### src/design/rdac_pkg.sv
// Operation
// RL1 - selector 1001 writes channel A code
// RL2 - selector 1010 writes channel B code
// RL3 - code field is bits 11 to 3
// RL4 - other selectors never update a code
// RL5 - host drives low three bits zero
// RL6 - default code is 1FF, 2.5 V
// RL7 - host never programs codes 064 down to 000
// RL8 - host trims around tabulated code, five either side
// RL9 - channel codes held independently
`default_nettype none
package rdac_pkg;
	localparam int WORD_W = 16;
	localparam int CODE_W = 9;
	localparam int SEL_HI = 15;
	localparam int SEL_LO = 12;
	localparam int CODE_HI = 11;
	localparam int CODE_LO = 3;
	localparam int RSV_HI = 2;
	localparam logic [3:0] SEL_WR_A = 4'h9;
	localparam logic [3:0] SEL_WR_B = 4'ha;
	localparam logic [CODE_W-1:0] CODE_DEFAULT = 9'h1ff;
	localparam logic [CODE_W-1:0] CODE_FORBID_MAX = 9'h064;
	localparam logic [2:0] RSV_VALUE = 3'h0;
	// host register offsets over apb
	localparam logic [11:0] OFS_CTRL = 12'h000;
	localparam logic [11:0] OFS_STAT = 12'h004;
	localparam logic [11:0] OFS_CODE_A = 12'h008;
	localparam logic [11:0] OFS_CODE_B = 12'h00c;
	localparam logic [31:0] APB_ZERO = 32'h0000_0000;
	localparam logic [31:0] APB_BAD = 32'hdead_beef;
	typedef enum logic [2:0]
	{
		RDAC_IDLE = 3'h1,
		RDAC_SEND = 3'h2,
		RDAC_DONE = 3'h4
	} rdac_state_t;
endpackage : rdac_pkg
`default_nettype wire

### src/design/rdac_if.sv
`timescale 1ns/1ps
`default_nettype none
// word carrier between host end and device end
interface rdac_if;
	logic [15:0] ref_level_word;
	logic        word_valid;
	modport host (output ref_level_word, output word_valid);
	modport dev (input ref_level_word, input word_valid);
endinterface : rdac_if
`default_nettype wire

### src/design/rdac_host.sv
`timescale 1ns/1ps
`default_nettype none
// host end: takes words over apb, checks them, sends legal ones written while idle on the link
module rdac_host
(
	input  wire logic        pclk,
	input  wire logic        presetn,
	// apb slave side
	input  wire logic        psel,
	input  wire logic        penable,
	input  wire logic        pwrite,
	input  wire logic [11:0] paddr,
	input  wire logic [31:0] pwdata,
	output var logic  [31:0] prdata,
	output var logic         pready,
	output var logic         pslverr,
	// word link to the device end
	rdac_if.host             link
);
	import rdac_pkg::*;

	// sequencer and register state
	rdac_state_t       state_r;
	rdac_state_t       state_nxt;
	logic [15:0]       word_r;
	logic              word_valid_r;
	logic              busy_r;
	logic              reject_r;
	logic [CODE_W-1:0] shadow_a_r;
	logic [CODE_W-1:0] shadow_b_r;

	// bus phase decode and word checks
	logic              setup;
	logic              acc;
	logic              wr_ctrl;
	logic              sel_legal;
	logic              rsv_clear;
	logic              code_allowed;
	logic              word_ok;
	logic              take_word;
	logic              drop_word;
	logic              send_a;
	logic              send_b;
	logic [31:0]       rd_word;
	logic              rd_miss;

	// setup cycle and the access edge that completes a transfer
	assign setup = psel && !penable;
	assign acc = psel && penable && pready;

	// a control write takes effect only at the edge that completes it
	// the write data is still held then, so the checks below see it
	assign wr_ctrl = acc && pwrite && paddr == OFS_CTRL;

	// only the two channel selectors name a code write
	assign sel_legal = pwdata[SEL_HI:SEL_LO] == SEL_WR_A // RL1
		|| pwdata[SEL_HI:SEL_LO] == SEL_WR_B; // RL2
	// reserved bits must go out as zero
	assign rsv_clear = pwdata[RSV_HI:0] == RSV_VALUE; // RL5
	// codes at or below the forbidden ceiling never leave the host
	assign code_allowed = pwdata[CODE_HI:CODE_LO] > CODE_FORBID_MAX; // RL7
	assign word_ok = sel_legal && rsv_clear && code_allowed;

	// words are taken only while idle; a write while busy is dropped without a flag
	// software polls busy before the next control write
	assign take_word = wr_ctrl && word_ok && state_r == RDAC_IDLE;
	assign drop_word = wr_ctrl && !word_ok && state_r == RDAC_IDLE;

	// which host copy follows the word as it goes out
	assign send_a = state_r == RDAC_SEND && word_r[SEL_HI:SEL_LO] == SEL_WR_A;
	assign send_b = state_r == RDAC_SEND && word_r[SEL_HI:SEL_LO] == SEL_WR_B;

	// zero wait states: pready follows the setup cycle by one clock
	always_ff @(posedge pclk or negedge presetn)
	begin
		if (!presetn)
			pready <= 1'b0;
		else
			pready <= setup;
	end

	// read mux, decoded from the address
	always_comb
	begin
		rd_word = APB_ZERO;
		rd_miss = 1'b0;
		case (paddr)
			OFS_CTRL: rd_word = {APB_ZERO[31:WORD_W], word_r};
			OFS_STAT: rd_word = {APB_ZERO[31:2], reject_r, busy_r};
			OFS_CODE_A: rd_word = {APB_ZERO[31:CODE_W], shadow_a_r};
			OFS_CODE_B: rd_word = {APB_ZERO[31:CODE_W], shadow_b_r};
			default:
			begin
				rd_word = APB_BAD;
				rd_miss = 1'b1;
			end
		endcase
	end

	// read data is caught at setup and stands until the next setup
	// so status reads show what stood at the setup edge
	always_ff @(posedge pclk or negedge presetn)
	begin
		if (!presetn)
			prdata <= APB_ZERO;
		else if (setup)
			prdata <= rd_word;
	end

	// error flag for unmapped addresses, caught with the read data
	always_ff @(posedge pclk or negedge presetn)
	begin
		if (!presetn)
			pslverr <= 1'b0;
		else if (setup)
			pslverr <= rd_miss;
	end

	// next state of the send sequencer
	always_comb
	begin
		state_nxt = state_r;
		case (state_r)
			RDAC_IDLE:
			begin
				if (take_word)
					state_nxt = RDAC_SEND;
			end
			RDAC_SEND: state_nxt = RDAC_DONE;
			RDAC_DONE: state_nxt = RDAC_IDLE;
			default: state_nxt = RDAC_IDLE;
		endcase
	end

	// sequencer state
	always_ff @(posedge pclk or negedge presetn)
	begin
		if (!presetn)
			state_r <= RDAC_IDLE;
		else
			state_r <= state_nxt;
	end

	// last accepted word, held on the link between sends
	// the device only looks at it while the valid pulse stands
	always_ff @(posedge pclk or negedge presetn)
	begin
		if (!presetn)
			word_r <= 16'h0000;
		else if (take_word)
			word_r <= pwdata[WORD_W-1:0];
	end

	// one valid pulse per accepted word, registered from the send state so it stands in the done state
	always_ff @(posedge pclk or negedge presetn)
	begin
		if (!presetn)
			word_valid_r <= 1'b0;
		else
			word_valid_r <= state_r == RDAC_SEND;
	end

	// busy from acceptance until the word has reached the device
	// software must wait for it to clear before the next control write
	always_ff @(posedge pclk or negedge presetn)
	begin
		if (!presetn)
			busy_r <= 1'b0;
		else if (take_word)
			busy_r <= 1'b1;
		else if (state_r == RDAC_DONE)
			busy_r <= 1'b0;
	end

	// reject flag: set by a refused word, cleared by an accepted one
	always_ff @(posedge pclk or negedge presetn)
	begin
		if (!presetn)
			reject_r <= 1'b0;
		else if (take_word)
			reject_r <= 1'b0;
		else if (drop_word)
			reject_r <= 1'b1; // RL4 RL5 RL7
	end

	// host copy of channel a, updated as the word goes out
	always_ff @(posedge pclk or negedge presetn)
	begin
		if (!presetn)
			shadow_a_r <= CODE_DEFAULT;
		else if (send_a)
			shadow_a_r <= word_r[CODE_HI:CODE_LO]; // RL1
	end

	// host copy of channel b
	always_ff @(posedge pclk or negedge presetn)
	begin
		if (!presetn)
			shadow_b_r <= CODE_DEFAULT;
		else if (send_b)
			shadow_b_r <= word_r[CODE_HI:CODE_LO]; // RL2
	end

	// drive the link from registers
	assign link.ref_level_word = word_r;
	assign link.word_valid = word_valid_r;
endmodule : rdac_host
`default_nettype wire

### src/flat_wrapper.sv
// flat-port wrapper written by rule: the top's interface ports become plain ports
module rdac_host_flat import rdac_pkg::*;
  (pclk, presetn, psel, penable, pwrite, paddr, pwdata, prdata, pready, pslverr, link_ref_level_word, link_word_valid);
  rdac_if link_i ();
  input  wire logic pclk;
  input  wire logic presetn;
  input  wire logic psel;
  input  wire logic penable;
  input  wire logic pwrite;
  input  wire logic [11:0] paddr;
  input  wire logic [31:0] pwdata;
  output var logic  [31:0] prdata;
  output var logic pready;
  output var logic pslverr;
  output wire logic [$bits(link_i.ref_level_word)-1:0] link_ref_level_word;
  output wire logic [$bits(link_i.word_valid)-1:0] link_word_valid;
  assign link_ref_level_word = link_i.ref_level_word;
  assign link_word_valid = link_i.word_valid;
  rdac_host u_core (.pclk(pclk), .presetn(presetn), .psel(psel), .penable(penable), .pwrite(pwrite), .paddr(paddr), .pwdata(pwdata), .prdata(prdata), .pready(pready), .pslverr(pslverr), .link(link_i));
endmodule
### config.mk
export PLATFORM = sky130hd
export DESIGN_NAME = rdac_host_flat
export DESIGN_NICKNAME = d
export VERILOG_FILES = /design/src/design/rdac_pkg.sv /design/src/design/rdac_if.sv /design/src/design/rdac_host.sv /design/src/flat_wrapper.sv
export SDC_FILE = /design/constraint.sdc
export NUM_CORES = 1
export LEC_CHECK = 0
export BUFFER_PORTS_ARGS = -buffer_cell sky130_fd_sc_hd__buf_2
export CAP_MARGIN = 0
export CORE_ASPECT_RATIO = 0.75
export CORE_MARGIN = 4
export CORE_UTILIZATION = 40
export CTS_CLUSTER_SIZE = 14
export DETAILED_ROUTE_END_ITERATION = 12
export PLACE_DENSITY = 0.66
export SYNTH_ARGS = -nofsm -noshare
export SYNTH_HDL_FRONTEND = slang
export SYNTH_SLANG_ARGS = --single-unit
export TNS_END_PERCENT = 5
### constraint.sdc
create_clock -name pclk -period 3 [get_ports pclk]
set_input_delay 0.15 -clock pclk [delete_from_list [all_inputs] [get_ports pclk]]
set_output_delay 0.15 -clock pclk [all_outputs]
set_load 0.05 [all_outputs]
==> impl_metrics.toml, run 1 <==
[run_status]
status = "complete, no violations"

[routing]
drc = 0
vias = 1950
drt_iter0_drc = 56
vias_per_cell = 5.06
wl_per_cell_um = 15.6
wirelength_mm = 6.01
antenna_left = 0
first_pass_iters = 5

[synth]
syn_area_mm2 = 0.00269
ys_warn_count = 0
seq_area_frac_synth = 0.548
synth_cell_type_count = 40
synth_cells = 227
async_flop_share = 1.00
syn-mean-instance-area_um2 = 11.9
ys_seq_elements = 58
synth-main-ff-cell = "dfrtp_1"
synth_edf_count = 0

[clock_tree]
cts_root_buffer = "clkbuf_8"
clk_latency_ps = 340
htreeDepth = 3
clk_pin_slew_worst_paths_ps = 70
cts_tree = "done"
clkSinkCount = 58
cts_setup_buffers = 0
cts_buffer_depth = 2
numCtsBuffers = 9

[worst_setup_path]
path_cells = "nand4b_1, nor3_2, o2111a_4, mux2_2"
r2r_cells = 4
cp-end-kind = "flop"
cp_slowest_cell = "nor3_2"
critPathRequiredTime_ps = 3220
crit_path_max_incr_delay_ps = 440
worstSetupStartpointType = "flop"
path_max_fanout = 12
worstPathArrival_ps = 2170
path_class = "reg -> reg"

[placement]
placement.io_buffers = 78
hpwlAfterDp_mm = 4.50
routabilityCongestion = 0.756

[die]
die_width_um = 103
row_count = 25
dieArea_mm2 = 0.00813
fp.dieH_um = 79.1
initial_core_util = 0.420
num_io_pins = 100
design.core.area_mm2 = 0.00641

[global_route]
antenna_found_initial = 0
grt_pass1_vias = 1742
grt_pass1_wl_mm = 9.32
grt.total_usage = 0.156
grt_max_degree = 30
grt_overflow = 0

[sta]
timing.final.crit_share = 0.652
fmaxAchievable_ghz = 0.511
setup_tns_ps = 0
worst_hold_slack_ps = 53.3
post-route-min-period_ps = 1960
slew_violations = 0
setup_viol = 0
grt_setup_unrepaired = "false"
hold_viol_final = 0
skew_ps = 10.2
slew_headroom = 0.641
worstMarginPinSlew_ps = 537

[power_and_ir_drop]
power_mw = 1.67
leakagePower_nw = 1.54
irDropWorstVdd_mv = 0.223
p_per_area_mw_per_mm2 = 512

[finish]
nets = 348
layout_common_cells = "buf_2 (78), dfrtp_1 (39), nor2_1 (24), mux2_2 (21), dfstp_2 (19)"
num_antenna_cells = 0
drive_gt1_frac = 0.490
layout_commonest_cell = "buf_2"
area_growth_pct = 21.1

[hold_path]
hold_depth = 2
hold_path_class = "in -> reg"

[run]
cap_violations = 0
-- worst paths after layout --
check | end | startpoint | slack (ps)
hold / removal | u_core.link.ref_level_word[4] | pwdata[4] | 50
setup reg to reg | u_core.link.ref_level_word[8] | u_core.state_r[2] | 1040
setup / recovery | u_core.link.ref_level_word[8] | u_core.state_r[2] | 1040
max in group asynchronous | u_core.shadow_b_r[8] | presetn | 1990
hold reg to reg | u_core.prdata[14] | u_core.prdata[14] | 460
min in group asynchronous | u_core.pready | presetn | 260
-- worst max-delay path: cells and delay by family, from the launching register on --
family,cells,cell delay (ps)
AND/OR/NAND/NOR,2,630
AO/OA/AOI/OAI,1,440
flip-flops,1,400
multiplexers,1,350
-- registers in the layout, indices dropped and copies added (netlist names) --
name / cells
u_core.prdata: 17
u_core.link.ref_level_word: 16
u_core.shadow_a_r: 9
u_core.shadow_b_r: 9
u_core.state_r: 3
u_core.busy_r: 1
u_core.link.word_valid: 1
u_core.pready: 1
u_core.reject_r: 1
-- area by class of cell --
| cell class | instances | area, um^2 |
|---|---|---|
| clock inverters | 3 | 40.0 |
| multi-input cells | 144 | 1050 |
| repair buffers | 82 | 423 |
| inverters | 4 | 15.0 |
| flip-flops and latches | 58 | 1480 |
| well taps | 81 | 101 |
| fillers | 596 | 3150 |
| clock buffers | 13 | 159 |
-- per-stage QoR --
step	setup slack, ps	instances	utilization	instance area (um^2)
floorplan	1030	231	-	2710
global placement	880	368	0.476	3050
detailed placement	858	368	0.476	3050
CTS	1040	385	0.509	3260
global route	919	385	0.509	3260
finish	1040	385	0.509	3260
-- layer usage --
| metal | global-route usage | wire, um | vias up |
|---|---|---|---|
| met5 | 0 | 0 | - |
| met4 | 0.0621 | 27 | 0 |
| met3 | 0.0562 | 541 | 4 |
| met2 | 0.203 | 2490 | 82 |
| met1 | 0.232 | 2950 | 933 |
| li1 | - | - | 931 |
-- what timing repair did --
| item | CTS | global route |
|---|---|---|
| gates resized for setup | 0 | 0 |
| hold buffers | 1 | 0 |
| endpoints found under the hold margin | 13 | 0 |
-- where the power goes --
| group | internal (mW) | switching, mW |
|---|---|---|
| logic | 0.0387 | 0.112 |
| clock network | 0.427 | 0.292 |
| registers | 0.795 | 0.00614 |
-- cell usage after synthesis (2+ instances only) --
| master | instances | share of area |
|---|---|---|
| buf_4 | 17 | 0.047 |
| dfrtp_1 | 39 | 0.36 |
| nand3b_1 | 2 | 0.0056 |
| nand4_1 | 2 | 0.0046 |
| a2111oi_0 | 5 | 0.016 |
| mux2i_1 | 7 | 0.026 |
| a21oi_1 | 15 | 0.028 |
| nand2_1 | 16 | 0.022 |
| o21ai_0 | 10 | 0.019 |
| o31ai_1 | 3 | 0.0084 |
| nor2_1 | 24 | 0.033 |
| mux2_4 | 6 | 0.033 |
| inv_1 | 3 | 0.0042 |
| nor4_1 | 2 | 0.0046 |
| nor3b_1 | 3 | 0.0084 |
| and2_1 | 5 | 0.012 |
| nand2b_1 | 2 | 0.0046 |
| clkbuf_1 | 5 | 0.0070 |
| mux2_2 | 21 | 0.088 |
| nand3_1 | 2 | 0.0037 |
| dfstp_2 | 19 | 0.19 |
-- kinds of logic (layout without fill, tap and decap cells) --
logic type             count (synthesis)  after routing  share of synthesized area
flip-flops                            58             58                      0.548
buffers and inverters                 29            102                     0.0687
multiplexers                          35             35                      0.156
other                                  1              5                    0.00139
AND/OR/NAND/NOR                       67             67                      0.135
XOR/XNOR                               1              1                    0.00325
AO/OA/AOI/OAI                         36             36                     0.0882
Power figures use the tool's default switching activity.
==> run 2: changes to the inputs <==
==> constraint.sdc (replaced) <==
create_clock -name pclk -period 1.89 [get_ports pclk]
set_input_delay 0.0945 -clock pclk [delete_from_list [all_inputs] [get_ports pclk]]
set_output_delay 0.0945 -clock pclk [all_outputs]
set_load 0.05 [all_outputs]
==> run 2 against run 1 <==
- fmax grew 11%
- combinational power increased by 72%
- core utilization is 2.1 points higher
- die area did not move
- sequential share of layout area shrank 1.7 points
- wire length rose by 5.0%
- flip-flop and latch count unchanged
- register-to-register slack got worse by 920 ps
- critical path depth is 1 higher
- cell count increased by 4.2%
- critical path type unchanged
- critical endpoint is now u_core.link.ref_level_word[7]
- largest power group unchanged
==> impl_metrics.toml, run 2 (synthesis gave the netlist of run 1 again) <==
[run_status]
status = "complete, no violations"

[hold_path]
hold_path_class = "in -> reg"

[clock_tree]
numCtsBuffers = 9
cts_buffer_depth = 2
cts_resized = 0
cts_setup_buffers = 0
cts_root_buffer = "clkbuf_8"
clk_pin_slew_worst_paths_ps = 70
clk_latency_ps = 340
cts_tree = "done"
clkSinkCount = 58
htreeDepth = 3
hold_buffers = 4

[routing]
wl_per_cell_um = 15.7
drc = 0
first_pass_iters = 5
vias = 2004
wirelength_mm = 6.31
drt_iter0_drc = 102
vias_per_cell = 5.00
antenna_left = 0

[placement]
placement.io_buffers = 78
hpwlAfterDp_mm = 4.77
routabilityCongestion = 0.789

[finish]
fillerInstances = 587
area_growth_pct = 26.0
nets = 364
regMostFlops = "u_core.prdata"
post-route-util = 0.529
drive_gt1_frac = 0.500
num_antenna_cells = 0
layout_commonest_cell = "buf_2"
layout_common_cells = "buf_2 (78), dfrtp_1 (38), nor2_1 (24), mux2_2 (21), dfstp_2 (19)"
largest_reg_flops = 17

[power_and_ir_drop]
leakagePower_nw = 1.61
p_per_area_mw_per_mm2 = 756
irDropWorstVdd_mv = 0.359

[die]
fp.dieH_um = 79.1
initial_core_util = 0.420
die_width_um = 103
design.core.area_mm2 = 0.00641
num_io_pins = 100
row_count = 25
dieArea_mm2 = 0.00813

[sta]
worstMarginPinSlew_ps = 473
setup_viol = 0
fmaxAchievable_ghz = 0.566
skew_ps = 6.48
timing.final.crit_share = 0.934
setup_tns_ps = 0
grt_setup_unrepaired = "false"
post-route-min-period_ps = 1770
hold_viol_final = 0
slew_headroom = 0.677
slew_violations = 0

[worst_setup_path]
endpoint = "u_core.link.ref_level_word[7]"
path_cells = "nand4b_1, nor3_2, buf_4, o2111a_4, mux2_2"
cp_slowest_cell = "dfrtp_1"
startpoint = "u_core.state_r[2]"
worstSetupStartpointType = "flop"
crit_family = "flip-flops"
path_class = "reg -> reg"
path_max_fanout = 12
r2r_setup_slack_ps = 120
crit_buf_inv = 1
r2r_start = "u_core.state_r[2]"
cp_num_cells = 5
crit_path_max_incr_delay_ps = 400
cp-end-kind = "flop"
r2r_cells = 5
worstPathArrival_ps = 1990
critPathRequiredTime_ps = 2110
rr_endpoint = "u_core.link.ref_level_word[7]"

[run]
cap_violations = 0

[global_route]
antenna_found_initial = 0
grt_pass1_vias = 1900
grt_pass1_wl_mm = 9.90
grt_overflow = 0
busiest_layer = "met1"
use_met1 = 0.236
grt.total_usage = 0.164
grt_max_degree = 59
grt_util_met3 = 0.0623
use_met2 = 0.234
## run 2: cell count changes in the layout (fill, tap and decap cells not counted)
cell	change
clkbuf_8	+1
dlygate4sd3_1	+6
dfrtp_1	-1
bufinv_16	-1
buf_12	+1
dfrtp_2	+1
buf_4	+9
## run 2: where the power goes
| group | switching, mW | leakage, nW | internal [mW] |
|---|---|---|---|
| sequential | 0.00875 | 0.668 | 1.26 |
| combinational | 0.184 | 0.850 | 0.0755 |
| clock | 0.456 | 0.0965 | 0.579 |
## run 2: metal layers
metal | vias to the layer above | part of all wire
met5 | - | 0
met1 | 965 | 0.47
li1 | 954 | -
met3 | 6 | 0.084
met4 | 0 | 0.0079
met2 | 79 | 0.43
## run 2: worst min-delay path by stage
stage	startpoint	to	slack (ps)	cells past startpoint
floorplan	presetn	u_core.busy_r	-200	0
global placement	presetn	u_core.link.ref_level_word[12]	120	2
detailed placement	presetn	u_core.link.ref_level_word[10]	120	2
CTS	pwdata[8]	u_core.link.ref_level_word[8]	1	2
global route	pwdata[13]	u_core.link.ref_level_word[13]	4	2
finish	pwdata[5]	u_core.link.ref_level_word[5]	10	2
## run 2: stage by stage
step	area [um^2]	power (mW)	hold WS (ps)	cells	worst slack, ps
2_1_floorplan	2710	1.44	-201	231	60.3
3_3_place_gp	3140	1.54	119	378	112
3_5_place_dp	3140	1.54	119	378	96.0
4_1_cts	3360	2.59	1.02	398	108
5_1_grt	3390	2.67	4.16	401	26.2
6_report	3390	2.57	13.0	401	124
## run 2: cell type report
cell class	instances	area [um^2]	share of cell area
flip-flops and latches	58	1480	0.435
multi-input cells	144	1050	0.309
repair buffers	98	571	0.168
clock buffers	14	173	0.0509
well taps	81	101	0.0299
inverters	4	15.0	0.00442
clock inverters	2	10.0	0.00295
==> run 3: changes to the inputs <==
--- a/config.mk
+++ b/config.mk
@@ -12,7 +12,7 @@
 export CORE_UTILIZATION = 40
 export CTS_CLUSTER_SIZE = 14
 export DETAILED_ROUTE_END_ITERATION = 12
-export PLACE_DENSITY = 0.66
+export PLACE_DENSITY_LB_ADDON = 0.25
 export SYNTH_ARGS = -nofsm -noshare
 export SYNTH_HDL_FRONTEND = slang
 export SYNTH_SLANG_ARGS = --single-unit
==> run 3 against run 2 <==
- wire length is 3.4% higher
- global-route usage is 0.71 points higher
- core utilization is 0.88 points higher
- clock-buffer cell count is 3 lower
- largest cell class unchanged
==> impl_metrics.toml, run 3 (synthesis gave the netlist of run 1 again) <==
[run_status]
status = "complete, no violations"

[sta]
skew_ps = 9.64
setup_viol = 0
grt_setup_unrepaired = "false"
worstMarginPinSlew_ps = 650
hold_viol_final = 0
slew_headroom = 0.567
timing.final.crit_share = 0.887
setup_tns_ps = 0
post-route-min-period_ps = 1680
fmaxAchievable_ghz = 0.597
slew_violations = 0

[clock_tree]
clkSinkCount = 58
cts_tree = "done"
cts_root_buffer = "clkbuf_8"
cts_setup_buffers = 0
numCtsBuffers = 9
htreeDepth = 3
cts_resized = 0
cts_buffer_depth = 2
clk_pin_slew_worst_paths_ps = 70
clk_latency_ps = 340

[routing]
wirelength_mm = 6.52
vias = 2005
drt_iter0_drc = 98
antenna_left = 0
first_pass_iters = 5
drc = 0
wl_per_cell_um = 16.2
vias_per_cell = 4.98

[placement]
placement.io_buffers = 78
hpwlAfterDp_mm = 4.71
routabilityCongestion = 0.779

[global_route]
grt.total_usage = 0.171
grt_max_degree = 33
grt_pass1_vias = 2003
grt_pass1_wl_mm = 10.4
antenna_found_initial = 0
grt_overflow = 0

[worst_setup_path]
path_max_fanout = 12
path_class = "in -> reg"
cp-end-kind = "flop"
worstPathArrival_ps = 1900
critPathRequiredTime_ps = 2120
worstSetupStartpointType = "input pin"

[die]
design.core.area_mm2 = 0.00641
initial_core_util = 0.420
fp.dieH_um = 79.1
num_io_pins = 100
dieArea_mm2 = 0.00813
row_count = 25
die_width_um = 103

[power_and_ir_drop]
p_per_area_mw_per_mm2 = 810
irDropWorstVdd_mv = 0.386
leakagePower_nw = 1.64

[finish]
largest_reg_flops = 17
nets = 366
layout_commonest_cell = "buf_2"
regMostFlops = "u_core.prdata"
num_antenna_cells = 0
area_growth_pct = 28.1
post-route-util = 0.538
fillerInstances = 571
drive_gt1_frac = 0.500
layout_common_cells = "buf_2 (78), dfrtp_1 (38), nor2_1 (24), mux2_2 (21), dfstp_2 (19)"

[run]
cap_violations = 0

[hold_path]
hold_path_class = "in -> reg"
==> run 3: cell types whose count changed in the layout (fill, tap and decap cells not counted) <==
cell           before  now
bufinv_16           0    2
clkbuf_1            2    1
clkbuf_8           12   10
clkinvlp_4          0    1
dlygate4sd3_1       7    9
==> run 3: worst paths after layout <==
path,startpoint,to,slack (ps),cells past startpoint
max reg2reg,u_core.state_r[2],u_core.link.ref_level_word[7],230,4
min,pwdata[13],u_core.link.ref_level_word[13],20,2
min in group asynchronous,presetn,u_core.prdata[1],320,2
max,pwdata[4],u_core.link.ref_level_word[7],210,6
max in group asynchronous,presetn,u_core.shadow_a_r[4],910,3
min reg2reg,u_core.prdata[14],u_core.prdata[14],470,2
==> run 3: repair_timing <==
| action | 4_1_cts | 5_1_grt |
|---|---|---|
| hold buffers | 8 | 1 |
| setup endpoints to repair | 0 | 0 |
| hold endpoints to repair | 28 | 1 |
==> run 3: critical path, cell delays in order <==
cell and delay [ps]:
dlygate4sd3_1 530, buf_2 110, o21ai_0 70, a21oi_1 360, o2111a_4 380, mux2_2 350
==> run 3: metrics by stage <==
| stage | cells | setup slack (ps) | total power, mW | area, um^2 | hold slack, ps |
|---|---|---|---|---|---|
| after floorplan | 231 | 60.3 | 1.44 | 2710 | -201 |
| after global placement | 378 | 153 | 1.54 | 3140 | 154 |
| after detailed placement | 378 | 144 | 1.55 | 3140 | 157 |
| after CTS | 402 | 231 | 2.82 | 3440 | 2.90 |
| after global routing | 403 | 158 | 2.92 | 3450 | 0.200 |
| final | 403 | 214 | 2.80 | 3450 | 24.5 |
==> run 3: routing by layer <==
metal  up-vias  part of all wire  track usage
met3         9             0.081       0.0632
met1       958              0.49        0.253
met2        83              0.41        0.233
li1        955                 -            -
met5         -                 0            0
met4         0             0.013       0.0505
==> run 3: cell type report <==
class                      count  area (um^2)  area share
multi-input combinational    144         1050       0.304
timing repair buffer         100          591       0.171
clock inverter                 5         77.6      0.0225
clock buffer                  11          141      0.0410
tap                           81          101      0.0294
sequential                    58         1480       0.428
inverter                       4         15.0     0.00435
==> run 3: where the power goes <==
group	internal [mW]	total, mW	switching, mW
Combinational	0.0778	0.266	0.188
Clock	0.773	1.26	0.485
Sequential	1.26	1.27	0.00935
Total	2.11	2.80	0.682
